**config.mk**
```make
export PLATFORM = sky130hd
export DESIGN_NAME = bcs_sequencer
export DESIGN_NICKNAME = d
export VERILOG_FILES = /design/src/rtl/bcs_pkg.sv /design/src/rtl/bcs_sequencer.sv /design/src/rtl/bcs_gate_interlock.sv
export SDC_FILE = /design/constraint.sdc
export NUM_CORES = 1
export LEC_CHECK = 0
export ABC_AREA = 1
export BUFFER_PORTS_ARGS = -buffer_cell sky130_fd_sc_hd__buf_2
export CAP_MARGIN = 40
export CORE_MARGIN = 2
export CORE_UTILIZATION = 33
export DETAILED_ROUTE_END_ITERATION = 12
export PLACE_DENSITY = 0.58
export SYNTH_ARGS = -nofsm -noshare
export SYNTH_HDL_FRONTEND = slang
export SYNTH_HIERARCHICAL = 1
export SYNTH_SLANG_ARGS = --single-unit
```
**constraint.sdc**
```tcl
create_clock -name clock_in -period 1.45 [get_ports clock_in]
set_input_delay 0.2175 -clock clock_in [delete_from_list [all_inputs] [get_ports clock_in]]
set_output_delay 0.2175 -clock clock_in [all_outputs]
set_load 0.02 [all_outputs]
```
**src/rtl/bcs_pkg.sv**
```systemverilog
// constants and types shared by the buck control sequencer
package bcs_pkg;
   // clock
   localparam int unsigned CLK_HZ          = 10_000_000;
   // soft-start ramp time in microseconds
   localparam int unsigned SS_TIME_US      = 1500;
   localparam int unsigned SS_CYCLES       = (SS_TIME_US * (CLK_HZ / 1_000_000));
   // reference reaches 600 mV in millivolt steps
   localparam int unsigned REF_TARGET_MV   = 600;
   localparam int unsigned REF_START_MV    = 0;
   localparam int unsigned REF_STEP_CYC    = SS_CYCLES / REF_TARGET_MV;
   localparam logic [9:0]  REF_TARGET      = 10'h258;
   localparam logic [9:0]  REF_ZERO        = 10'h000;
   localparam logic [4:0]  REF_STEP_LAST   = 5'(REF_STEP_CYC - 1);
   // audible floor: longest gap between pulses, microseconds
   localparam int unsigned AUDIO_GAP_US    = 40;
   localparam int unsigned AUDIO_GAP_CYC   = AUDIO_GAP_US * (CLK_HZ / 1_000_000);
   localparam logic [8:0]  AUDIO_GAP_LAST  = 9'(AUDIO_GAP_CYC - 1);
   // forced pulse length, microseconds
   localparam int unsigned FORCE_ON_US     = 1;
   localparam int unsigned FORCE_ON_CYC    = FORCE_ON_US * (CLK_HZ / 1_000_000);
   localparam logic [3:0]  FORCE_ON_LAST   = 4'(FORCE_ON_CYC - 1);
   // positive readings needed before diode emulation
   localparam logic [3:0]  POS_COUNT_NEED  = 4'h8;
   localparam logic [3:0]  POS_COUNT_ZERO  = 4'h0;
   // power-good pull-down selects: index of each strength
   localparam int unsigned PD_95_OHM       = 0;
   localparam int unsigned PD_60_OHM       = 1;
   localparam int unsigned PD_30_OHM       = 2;
   localparam int unsigned PD_COUNT        = 3;

   // sequencer states, one-hot
   typedef enum logic [4:0] {
      BCS_OFF     = 5'h01,
      BCS_RAMP    = 5'h02,
      BCS_RUN     = 5'h04,
      BCS_FAULT   = 5'h08,
      BCS_IDLE    = 5'h10
   } bcs_state_t;

   // latched fault kinds
   typedef enum logic [3:0] {
      FLT_NONE    = 4'h1,
      FLT_UNDER   = 4'h2,
      FLT_OVER    = 4'h4,
      FLT_CURRENT = 4'h8
   } bcs_fault_t;
endpackage

```
**src/rtl/bcs_sequencer.sv**
```systemverilog
// soft-start, power-good, fault latch and conduction mode sequencer
// Behaviour
// RULE_01: ramp output to setpoint in about 1.5 ms
// RULE_02: reference steps from 0 to 600 mV
// RULE_03: start after bias rises from below falling threshold
// RULE_04: enable starts ramp and power-good delay
// RULE_05: enable low stops switching and bias at once
// RULE_06: faults clear only after bias under falling threshold; the code also clears the fault latch when enable is low
// RULE_07: power-good undefined before bias is valid
// RULE_08: power-good has three selectable pull-downs
// RULE_09: strengths: off open, ramp/UV 95, OV 60, OC 30
// RULE_10: high side waits for low gate below 1 V
// RULE_11: low side waits for high gate below 1 V
// RULE_12: positive switch node means negative current
// RULE_13: continuous mode drives low side every cycle
// RULE_14: diode emulation keeps low side off on negative current
// RULE_15: system drives mode select low or high
// RULE_16: eight positive readings enter diode emulation next cycle
// RULE_17: one negative reading exits emulation next pulse
// RULE_18: force pulses to stay above audible range
// RULE_19: pulse edges follow the window comparator
// RULE_20: faults latch off until enable or bias drops
// RULE_21: positive counter clears on negative, disable, bias reset
`timescale 1ns/1ps
module bcs_sequencer
   import bcs_pkg::*;
(
   // clock and reset
   input  wire logic       clock_in,
   input  wire logic       rst_n_in,
   // enable and bias supply comparators
   input  wire logic       enable_in,
   input  wire logic       bias_above_rising_in,
   input  wire logic       bias_below_falling_in,
   // fault comparators
   input  wire logic       undervoltage_in,
   input  wire logic       overvoltage_in,
   input  wire logic       overcurrent_in,
   input  wire logic       short_circuit_in,
   // modulator and mode inputs
   input  wire logic       window_comp_in,
   input  wire logic       continuous_mode_select_in,
   input  wire logic       switch_node_positive_in,
   // gate voltage sense, high when below 1 V
   input  wire logic       high_gate_low_in,
   input  wire logic       low_gate_low_in,
   // gate commands
   output logic            high_side_gate_out,
   output logic            low_side_gate_out,
   // power-good pull-down enables and bias regulator control
   output logic [2:0]      power_good_out_oe,
   output logic            power_good_out,
   output logic            bias_regulate_out,
   // status
   output logic [9:0]      reference_mv_out,
   output logic            diode_emulation_out,
   output logic [4:0]      state_out
);
   typedef struct packed {
      bcs_state_t  state;
      bcs_fault_t  fault;
      logic        armed;       // bias has been below falling threshold
      logic        en_prev;
      logic [9:0]  ref_mv;
      logic [4:0]  step_cnt;
      logic        ss_done;
      logic        win_prev;
      logic        pwm;
      logic [3:0]  pos_cnt;
      logic        diode_em;
      logic [8:0]  gap_cnt;
      logic [3:0]  force_cnt;
      logic        forcing;
      logic [2:0]  pd;
   } bcs_seq_t;

   bcs_seq_t st_r;
   bcs_seq_t st_nxt;
   logic     pulse_start;
   logic     pulse_end;
   logic     high_req;
   logic     low_req;
   logic     any_fault;

   // pulse edges from the hysteretic window comparator
   assign pulse_start = window_comp_in && !st_r.win_prev; // see RULE_19
   assign pulse_end   = !window_comp_in && st_r.win_prev; // see RULE_19
   assign any_fault   = undervoltage_in | overvoltage_in | overcurrent_in | short_circuit_in;

   // next-state logic
   always_comb begin
      st_nxt          = st_r;
      st_nxt.en_prev  = enable_in;
      st_nxt.win_prev = window_comp_in;
      if (bias_below_falling_in) begin
         st_nxt.armed = 1'b1;
      end
      case (st_r.state)
         BCS_OFF: begin
            st_nxt.ref_mv   = REF_ZERO;
            st_nxt.step_cnt = '0;
            st_nxt.ss_done  = 1'b0;
            // start after a fresh rise and an enable edge
            if (st_r.armed && bias_above_rising_in && enable_in && !st_r.en_prev) begin
               st_nxt.state = BCS_RAMP; // see RULE_03, RULE_04
               st_nxt.armed = 1'b0;
            end
         end
         BCS_RAMP: begin
            // stepped reference from 0 to 600 mV
            if (st_r.step_cnt == REF_STEP_LAST) begin
               st_nxt.step_cnt = '0;
               if (st_r.ref_mv == REF_TARGET) begin
                  st_nxt.ss_done = 1'b1;
                  st_nxt.state   = BCS_RUN; // see RULE_01, RULE_04
               end else begin
                  st_nxt.ref_mv = st_r.ref_mv + 10'h001; // see RULE_02
               end
            end else begin
               st_nxt.step_cnt = st_r.step_cnt + 5'h01;
            end
            if (any_fault) begin
               st_nxt.state = BCS_FAULT;
            end
         end
         BCS_RUN: begin
            if (any_fault) begin
               st_nxt.state = BCS_FAULT; // see RULE_20
            end
         end
         BCS_FAULT: begin
            st_nxt.state = BCS_FAULT; // latched, see RULE_20
         end
         BCS_IDLE: begin
            st_nxt.state = BCS_OFF;
         end
         default: begin
            st_nxt.state = BCS_OFF;
         end
      endcase
      // latch the worst fault seen, current beats over beats under
      if ((st_r.state == BCS_RAMP) || (st_r.state == BCS_RUN) || (st_r.state == BCS_FAULT)) begin
         if (overcurrent_in || short_circuit_in) begin
            st_nxt.fault = FLT_CURRENT;
         end else if (overvoltage_in && (st_r.fault != FLT_CURRENT)) begin
            st_nxt.fault = FLT_OVER;
         end else if (undervoltage_in && (st_r.fault == FLT_NONE)) begin
            st_nxt.fault = FLT_UNDER;
         end
      end
      // enable low stops at once; bias drop clears latches
      if (!enable_in) begin
         st_nxt.state = BCS_OFF; // see RULE_05, RULE_20
         st_nxt.fault = FLT_NONE;
      end
      if (bias_below_falling_in) begin
         st_nxt.state = BCS_OFF; // see RULE_06
         st_nxt.fault = FLT_NONE;
         st_nxt.armed = 1'b1; // set wins over a start in the same cycle, see RULE_03
      end

      // pwm pulse follows comparator, audio filter inserts pulses
      if (pulse_start) begin
         st_nxt.pwm     = 1'b1;
         st_nxt.gap_cnt = '0;
         st_nxt.forcing = 1'b0;
      end else if (pulse_end && !st_r.forcing) begin
         st_nxt.pwm = 1'b0;
      end else if (st_r.forcing) begin
         if (st_r.force_cnt == FORCE_ON_LAST) begin
            st_nxt.pwm     = 1'b0;
            st_nxt.forcing = 1'b0;
         end else begin
            st_nxt.force_cnt = st_r.force_cnt + 4'h1;
         end
      end else if (st_r.pwm) begin
         st_nxt.gap_cnt = '0; // gap counted from pulse end, long pulses stay whole
      end else if (st_r.gap_cnt == AUDIO_GAP_LAST) begin
         st_nxt.pwm       = 1'b1; // see RULE_18
         st_nxt.forcing   = 1'b1;
         st_nxt.force_cnt = '0;
         st_nxt.gap_cnt   = '0;
      end else begin
         st_nxt.gap_cnt = st_r.gap_cnt + 9'h001;
      end

      // switch node polarity sampled when a new pulse begins
      if (st_r.pwm && !st_nxt.pwm) begin
         // nothing at pulse end; reading taken at low-side conduction
      end
      if (!st_r.pwm && st_nxt.pwm && low_side_gate_out) begin
         if (switch_node_positive_in) begin // negative current, see RULE_12
            if (st_r.pos_cnt != POS_COUNT_NEED) begin
               st_nxt.pos_cnt = st_r.pos_cnt + 4'h1;
            end
            if (st_r.pos_cnt == (POS_COUNT_NEED - 4'h1)) begin
               st_nxt.diode_em = !continuous_mode_select_in; // see RULE_16
            end
         end else begin
            st_nxt.pos_cnt  = POS_COUNT_ZERO; // see RULE_21
            st_nxt.diode_em = 1'b0; // see RULE_17
         end
      end
      // forced continuous, disabled, bias-low or off converter leaves emulation; a latched fault keeps it
      if (continuous_mode_select_in) begin
         st_nxt.diode_em = 1'b0;
      end
      if (!enable_in || bias_below_falling_in || (st_r.state == BCS_OFF)) begin
         st_nxt.pos_cnt  = POS_COUNT_ZERO; // see RULE_21
         st_nxt.diode_em = 1'b0;
      end

      // pull-down strength select
      st_nxt.pd = 3'h0;
      if (st_nxt.state == BCS_RAMP) begin
         st_nxt.pd[PD_95_OHM] = 1'b1; // see RULE_09
      end else if (st_nxt.state == BCS_FAULT) begin
         case (st_nxt.fault)
            FLT_CURRENT: st_nxt.pd[PD_30_OHM] = 1'b1;
            FLT_OVER:    st_nxt.pd[PD_60_OHM] = 1'b1;
            FLT_UNDER:   st_nxt.pd[PD_95_OHM] = 1'b1;
            default:     st_nxt.pd[PD_95_OHM] = 1'b1;
         endcase
      end
   end

   // state register
   always_ff @(posedge clock_in) begin
      if (!rst_n_in) begin
         st_r       <= '0;
         st_r.state <= BCS_OFF;
         st_r.fault <= FLT_NONE;
         st_r.armed <= 1'b1;
      end else begin
         st_r <= st_nxt;
      end
   end

   // gate requests: switching only while ramping or running
   always_comb begin
      high_req = 1'b0;
      low_req  = 1'b0;
      // enable or bias loss drops both requests in the same cycle
      if (((st_r.state == BCS_RAMP) || (st_r.state == BCS_RUN)) && enable_in
          && !bias_below_falling_in) begin // see RULE_05
         high_req = st_r.pwm;
         // emulation blocks low side on negative current
         low_req  = !st_r.pwm && !(st_r.diode_em && switch_node_positive_in); // see RULE_13, RULE_14
      end
   end

   // shoot-through interlock
   bcs_gate_interlock u_interlock (
      .clock_in           (clock_in),
      .rst_n_in           (rst_n_in),
      .high_req_in        (high_req),
      .low_req_in         (low_req),
      .high_gate_low_in   (high_gate_low_in),
      .low_gate_low_in    (low_gate_low_in),
      .high_side_gate_out (high_side_gate_out),
      .low_side_gate_out  (low_side_gate_out)
   );

   // three open-drain pull-downs; pin level is always low when driving
   assign power_good_out_oe   = st_r.pd; // see RULE_08, RULE_07
   assign power_good_out      = 1'b0;
   assign bias_regulate_out   = enable_in; // see RULE_05
   assign reference_mv_out    = st_r.ref_mv;
   assign diode_emulation_out = st_r.diode_em;
   assign state_out           = st_r.state;
endmodule

```
**src/rtl/bcs_gate_interlock.sv**
```systemverilog
// dead-time interlock between the high-side and low-side gate commands
`timescale 1ns/1ps
module bcs_gate_interlock
   import bcs_pkg::*;
(
   // clock and reset
   input  wire logic clock_in,
   input  wire logic rst_n_in,
   // requested gate states
   input  wire logic high_req_in,
   input  wire logic low_req_in,
   // gate voltage sense, high when gate is below 1 V
   input  wire logic high_gate_low_in,
   input  wire logic low_gate_low_in,
   // gate commands
   output logic      high_side_gate_out,
   output logic      low_side_gate_out
);
   typedef struct packed {
      logic high_r;
      logic low_r;
   } bcs_gil_t;

   bcs_gil_t st_r;
   bcs_gil_t st_nxt;

   // each side waits for the other gate to be discharged
   always_comb begin
      st_nxt = st_r;
      if (!high_req_in) begin
         st_nxt.high_r = 1'b0;
      end else if (!st_r.low_r && !low_req_in && low_gate_low_in) begin
         st_nxt.high_r = 1'b1; // see RULE_10
      end
      if (!low_req_in) begin
         st_nxt.low_r = 1'b0;
      end else if (!st_r.high_r && !high_req_in && high_gate_low_in) begin
         st_nxt.low_r = 1'b1; // see RULE_11
      end
   end

   // state register
   always_ff @(posedge clock_in) begin
      if (!rst_n_in) begin
         st_r <= '0;
      end else begin
         st_r <= st_nxt;
      end
   end

   assign high_side_gate_out = st_r.high_r;
   assign low_side_gate_out  = st_r.low_r;
endmodule

```
==> Word-level counts from Yosys, hierarchy flattened <==
Cells that the tools add are included.
{ "totals": {"register_bits": 52, "in_bits": 14, "output_inout_bits": 23, "wordCells": 147} }
{ "op_classes": {"add_sub_neg": 5, "eq_ne": 22, "n_mux": 43, "bitwise": 8, "n_reduce_logical": 52} }
{ "op_table": {"columns": ["operator", "n"], "rows": [
  ["$mux 5", 10],
  ["$pmux 16 s2", 1],
  ["$mux 10", 3],
  ["$mux 9", 3],
  ["$mux 4", 6],
  ["$pmux 5 s4", 1],
  ["$mux 1", 19],
  ["$logic_and 1x1->1", 18],
  ["$logic_not 1->1", 13],
  ["$reduce_and 2->1", 6],
  ["$add 10x1->10 const B", 1],
  ["$eq 10x10->1 const B", 1],
  ["$eq 5x2->1 const B", 2],
  ["$eq 5x4->1 const B", 2],
  ["$add 9x1->9 const B", 1],
  ["$eq 9x9->1 const B", 1],
  ["$add 4x1->4 const B", 2],
  ["$eq 4x3->1 const B", 2],
  ["$eq 4x4->1 const B", 2],
  ["$ne 2x2->1 const B", 4],
  ["$ne 4x4->1 const B", 2],
  ["$reduce_or 2->1", 4],
  ["$reduce_or 3->1", 2],
  ["$add 5x1->5 const B", 1],
  ["11 further kinds", 23]
]} }

==> Depth between registers and ports, before layout <==
{ "depth": {"ltp_word": 13, "depth_mapped": 12, "ltp_nobuf": 12} }

==> By module <==
Netlist, hierarchy kept.
{ "modules_own_cells": {"columns": ["module", "n_inst", "cells_per_inst", "area_per_inst_um2", "seq_area_each_um2"], "rows": [
  ["bcs_sequencer", 1, 408, 2911.5, 1001.0],
  ["bcs_gate_interlock", 1, 12, 87.6, 40.0]
]} }

==> Least setup slack after synthesis <==
Ideal clock, no wire load.
{ "synth_path": {"kind": "reg2reg", "from": "register st_r (netlist bit reference_mv_out[0])", "to": "register st_r (netlist bit reference_mv_out[3])", "setup_ns": 0.119, "arrival_ns": 1.346, "required_ns": 1.331, "slack_ns": -0.016, "path_stages_with_launch": 11, "n_path_buf": 0, "synth_period_minus_slack_ns": 1.466, "path_cell_list": "dfxtp_1 inv_1 ha_1 nand3_1 nor2_1 nand3_1 nor2_2 nor2_8 nand2_1 o21ai_0 a21oi_1"} }
{ "synth_between": {"elab_chain_cells": 4, "elab_cells_between_ends": 7, "classes_between": "1 x add/sub; 2 x eq/ne; 3 x mux; 1 x reduce/logical"} }
{ "synth_lines": {"columns": ["item", "line_no", "rtl"], "rows": [
  ["start: declaration", "bcs_sequencer.sv:77", "bcs_seq_t st_r;"],
  ["start signal: assignment", "bcs_sequencer.sv:235", "st_r <= st_nxt;"],
  ["$add 10x1->10", "bcs_sequencer.sv:117", "st_nxt.ref_mv = st_r.ref_mv + 10'h001;"],
  ["$mux 10", "bcs_sequencer.sv:113", "if (st_r.ref_mv == REF_TARGET) begin"],
  ["$mux 10", "bcs_sequencer.sv:111", "if (st_r.step_cnt == REF_STEP_LAST) begin"],
  ["$pmux 16 s2", "bcs_sequencer.sv:98", "case (st_r.state)"]
]} }
Several ways; a longest one is shown, not always the timed one. The select of a mux whose other input is x is not followed.
A chain may end at the register's enable or synchronous reset.

==> Final worst setup path <==
{ "layout_path": {"from": "register st_r[26] in the netlist's numbering", "to": "register st_r (netlist bit reference_mv_out[2])"} }
{ "layout_between": {"elab_chain_cells": 3} }
{ "layout_lines": {"columns": ["item", "line_no"], "rows": [
  ["$eq 5x5->1", "bcs_sequencer.sv:111"],
  ["$ne 2x2->1 (no line)", null],
  ["$reduce_and 3->1 (no line)", null]
]} }
No other way between the ends.

==> impl_metrics.json <==
{
  "status": "finished with violations",
  "violations": "negative setup slack",
  "critical_path_peak_fanout": 6,
  "area_contributors_post_synth": "dfxtp_1 35%, nand2_1 9.9%, inv_1 7.3%",
  "chipWidth_um": 99.3,
  "detailedPlace.worstSlack_ns": -0.0961,
  "postSynthCellCount": 420,
  "synth.area.mux_share": 0,
  "post_synth.cell_area_avg_um2": 7.14,
  "finish.net_count": 536,
  "final_max_slew_viol_count": 0,
  "first_pass_iters": 4,
  "synth.cell_area_um2": 3000,
  "routed_wirelength_um": 7020,
  "ff_to_ff_path_depth": 10,
  "detail_route.vias_per_cell": 4.58,
  "cts_tree": "built",
  "worst-setup-path-type": "reg -> reg",
  "grt_usage": 0.144,
  "worstPathArrival_ns": 1.77,
  "synth_compound_gate_area_share": 0.103,
  "grt_setup_unrepaired": "yes",
  "maximum_number_of_pins_on_one_net_before_global_route_repair": 20,
  "initial_antenna_violation_count": 0,
  "r2r_slack_ns": -0.06,
  "yosys.cell_count.top_type": "nand2_1",
  "start_util": 0.342,
  "synth_seq_area_share": 0.347,
  "maxCapViolCount": 0,
  "cp-start-kind": "flip-flop",
  "number_of_synthesized_flops_with_an_enable_pin": 0,
  "synth-adder-area-share": 0.0375,
  "achievable-frequency_mhz": 662,
  "clock_tree.root_cell": "clkbuf_8",
  "finalWorstSetupSlack_ns": -0.0605,
  "tritoncts.num_buffers": 5,
  "yosys.area.top_type_share": 0.347,
  "core_area_um2": 8760,
  "power-per-cell-area_nw_per_um2": 702,
  "top_level_ports": 37,
  "critical_path_required_ns": 1.71,
  "antenna_left": 0,
  "largest_family_of_logic_cells_by_synthesized_area": "simple AND/OR/NAND/NOR gates",
  "tritoncts_num_sinks": 52,
  "port_buffers": 35,
  "hold_path_class": "in -> reg",
  "yosysWarnings": 6,
  "synthSimpleGateAreaFrac": 0.346,
  "dp_hpwl_um": 4950,
  "ys.flop_type": "dfxtp_1",
  "post-route-period-util": 1.04,
  "vdd_ir_drop_max_mv": 0.417,
  "clkLatencyLatePin_ns": 0.32,
  "routabilityCongestion": 0.859,
  "dr.first_iter.drc_count": 65,
  "site_rows": 34,
  "first_global_vias": 2705,
  "drc": 0,
  "ys_async_sr_fraction": 0,
  "clk_pin_slew_worst_paths_ns": 0.10,
  "flow.area_growth_from_synthesis_pct": 38.7,
  "setup_viol_count_final": 8,
  "overall_via_count_from_detail_route": 2844,
  "cts-root-to-sink-buffers": 2,
  "layout-drive-gt1-share": 0.437,
  "synth_top_area_cell": "dfxtp_1",
  "post_cts_hold_buffer_count": 0,
  "finalHoldViolCount": 0,
  "period_minus_slack_ns": 1.51,
  "crit_path_end_kind": "flip-flop",
  "clock_tree.htree_level_count": 2,
  "power.leakage_nw": 1.82,
  "fin_worst_skew_ns": 0.0105,
  "min_path_cells": 2,
  "synth_cell_types": 42,
  "fp.dieH_um": 99.3,
  "grt_first_pass_wirelength_um": 11700,
  "total_congestion_overflow_after_global_routing": 0,
  "post_synth_most_frequent_cells": "79 x nand2_1, 58 x inv_1, 57 x nor2_1",
  "wire_per_inst_um": 11.3,
  "synth-xor-area-share": 0.0292,
  "final_antenna_diode_count": 0,
  "dieArea_um2": 9870,
  "ys_seq_elements": 52,
  "util_after_layout": 0.475
}
==> placed cells by master (no fill, tap or decap), drive strengths merged, types with 5 or more instances in the layout <==
master	n
nor2	62
nand2	91
dfxtp	52
buf	106
ha	9
nor3	11
nand3	31
nand4	13
a21oi	28
clkbuf	5
o21ai	12
inv	62
xor2	6
==> worst paths after layout <==
| path | from | endpoint |
|---|---|---|
| setup / recovery | st_r[26] | reference_mv_out[2] |
| hold / removal | continuous_mode_select_in | diode_emulation_out |
| setup reg to reg | st_r[26] | reference_mv_out[2] |
| hold reg to reg | u_interlock/high_side_gate_out | u_interlock/high_side_gate_out |
==> logic make-up after synthesis <==
family | count (synthesis)
flip-flops | 52
adder cells (fa/ha/maj) | 9
AND/OR/NAND/NOR | 211
AO/OA/AOI/OAI | 50
buffers and inverters | 87
other | 1
XOR/XNOR | 10
==> stage by stage <==
stage          setup TNS, ns  std cells  hold slack, ns  total power [mW]  cell area (um^2)
2_1_floorplan              0        421           0.296              1.62              3000
5_1_grt                -2.78        621          0.0610              3.04              4160
4_1_cts               -0.135        611          0.0595              2.92              3870
3_3_place_gp          -0.413        598           0.399              1.71              3580
6_report              -0.234        621          0.0694              2.92              4160
3_5_place_dp           -1.27        598           0.405              1.71              3580
==> layer usage <==
layer	track usage	wire length, um
met3	0.0295	276
met4	0.0527	107
met5	0	0
met2	0.244	3330
met1	0.181	3300
==> area by class of cell <==
type                       instances  area (um^2)
timing repair inverter             1         8.76
tap                              108          135
multi-input combinational        283         1840
inverter                          64          250
clock inverter                     2         60.1
sequential                        52         1070
fill                             891         4600
timing repair buffer             106          728
clock buffer                       5         68.8
==> power by group <==
part / switching, mW / total (mW) / internal [mW]
sequential: 0.0143 / 1.45 / 1.43
combinational: 0.167 / 0.284 / 0.117
clock: 0.507 / 1.19 / 0.680
==> worst max-delay path: stages (launching register included) <==
cell      delay (ns)
dfxtp_2         0.33
inv_2           0.07
ha_4            0.12
nand4_1         0.16
nand2_4         0.14
nand2_4         0.08
nor2_8          0.19
clkinv_4        0.12
o21ai_2         0.12
nand2_1         0.06
nor2_1          0.07
==> what timing repair did <==
item | 4_1_cts | 5_1_grt
gates cloned | 2 | 0
setup endpoints to repair | 28 | 36
pin swaps | 13 | 39
setup buffers | 4 | 11
resized for setup | 40 | 62
endpoints found under the hold margin | 0 | 0
==> state kept, by name, summed over array words and instances (netlist names) <==
name / flops
reference_mv_out: 10
u_interlock/low_side_gate_out: 1
state_out: 5
power_good_out_oe: 3
u_interlock/high_side_gate_out: 1
diode_emulation_out: 1
st_r: 31
Power figures use the tool's default switching activity.
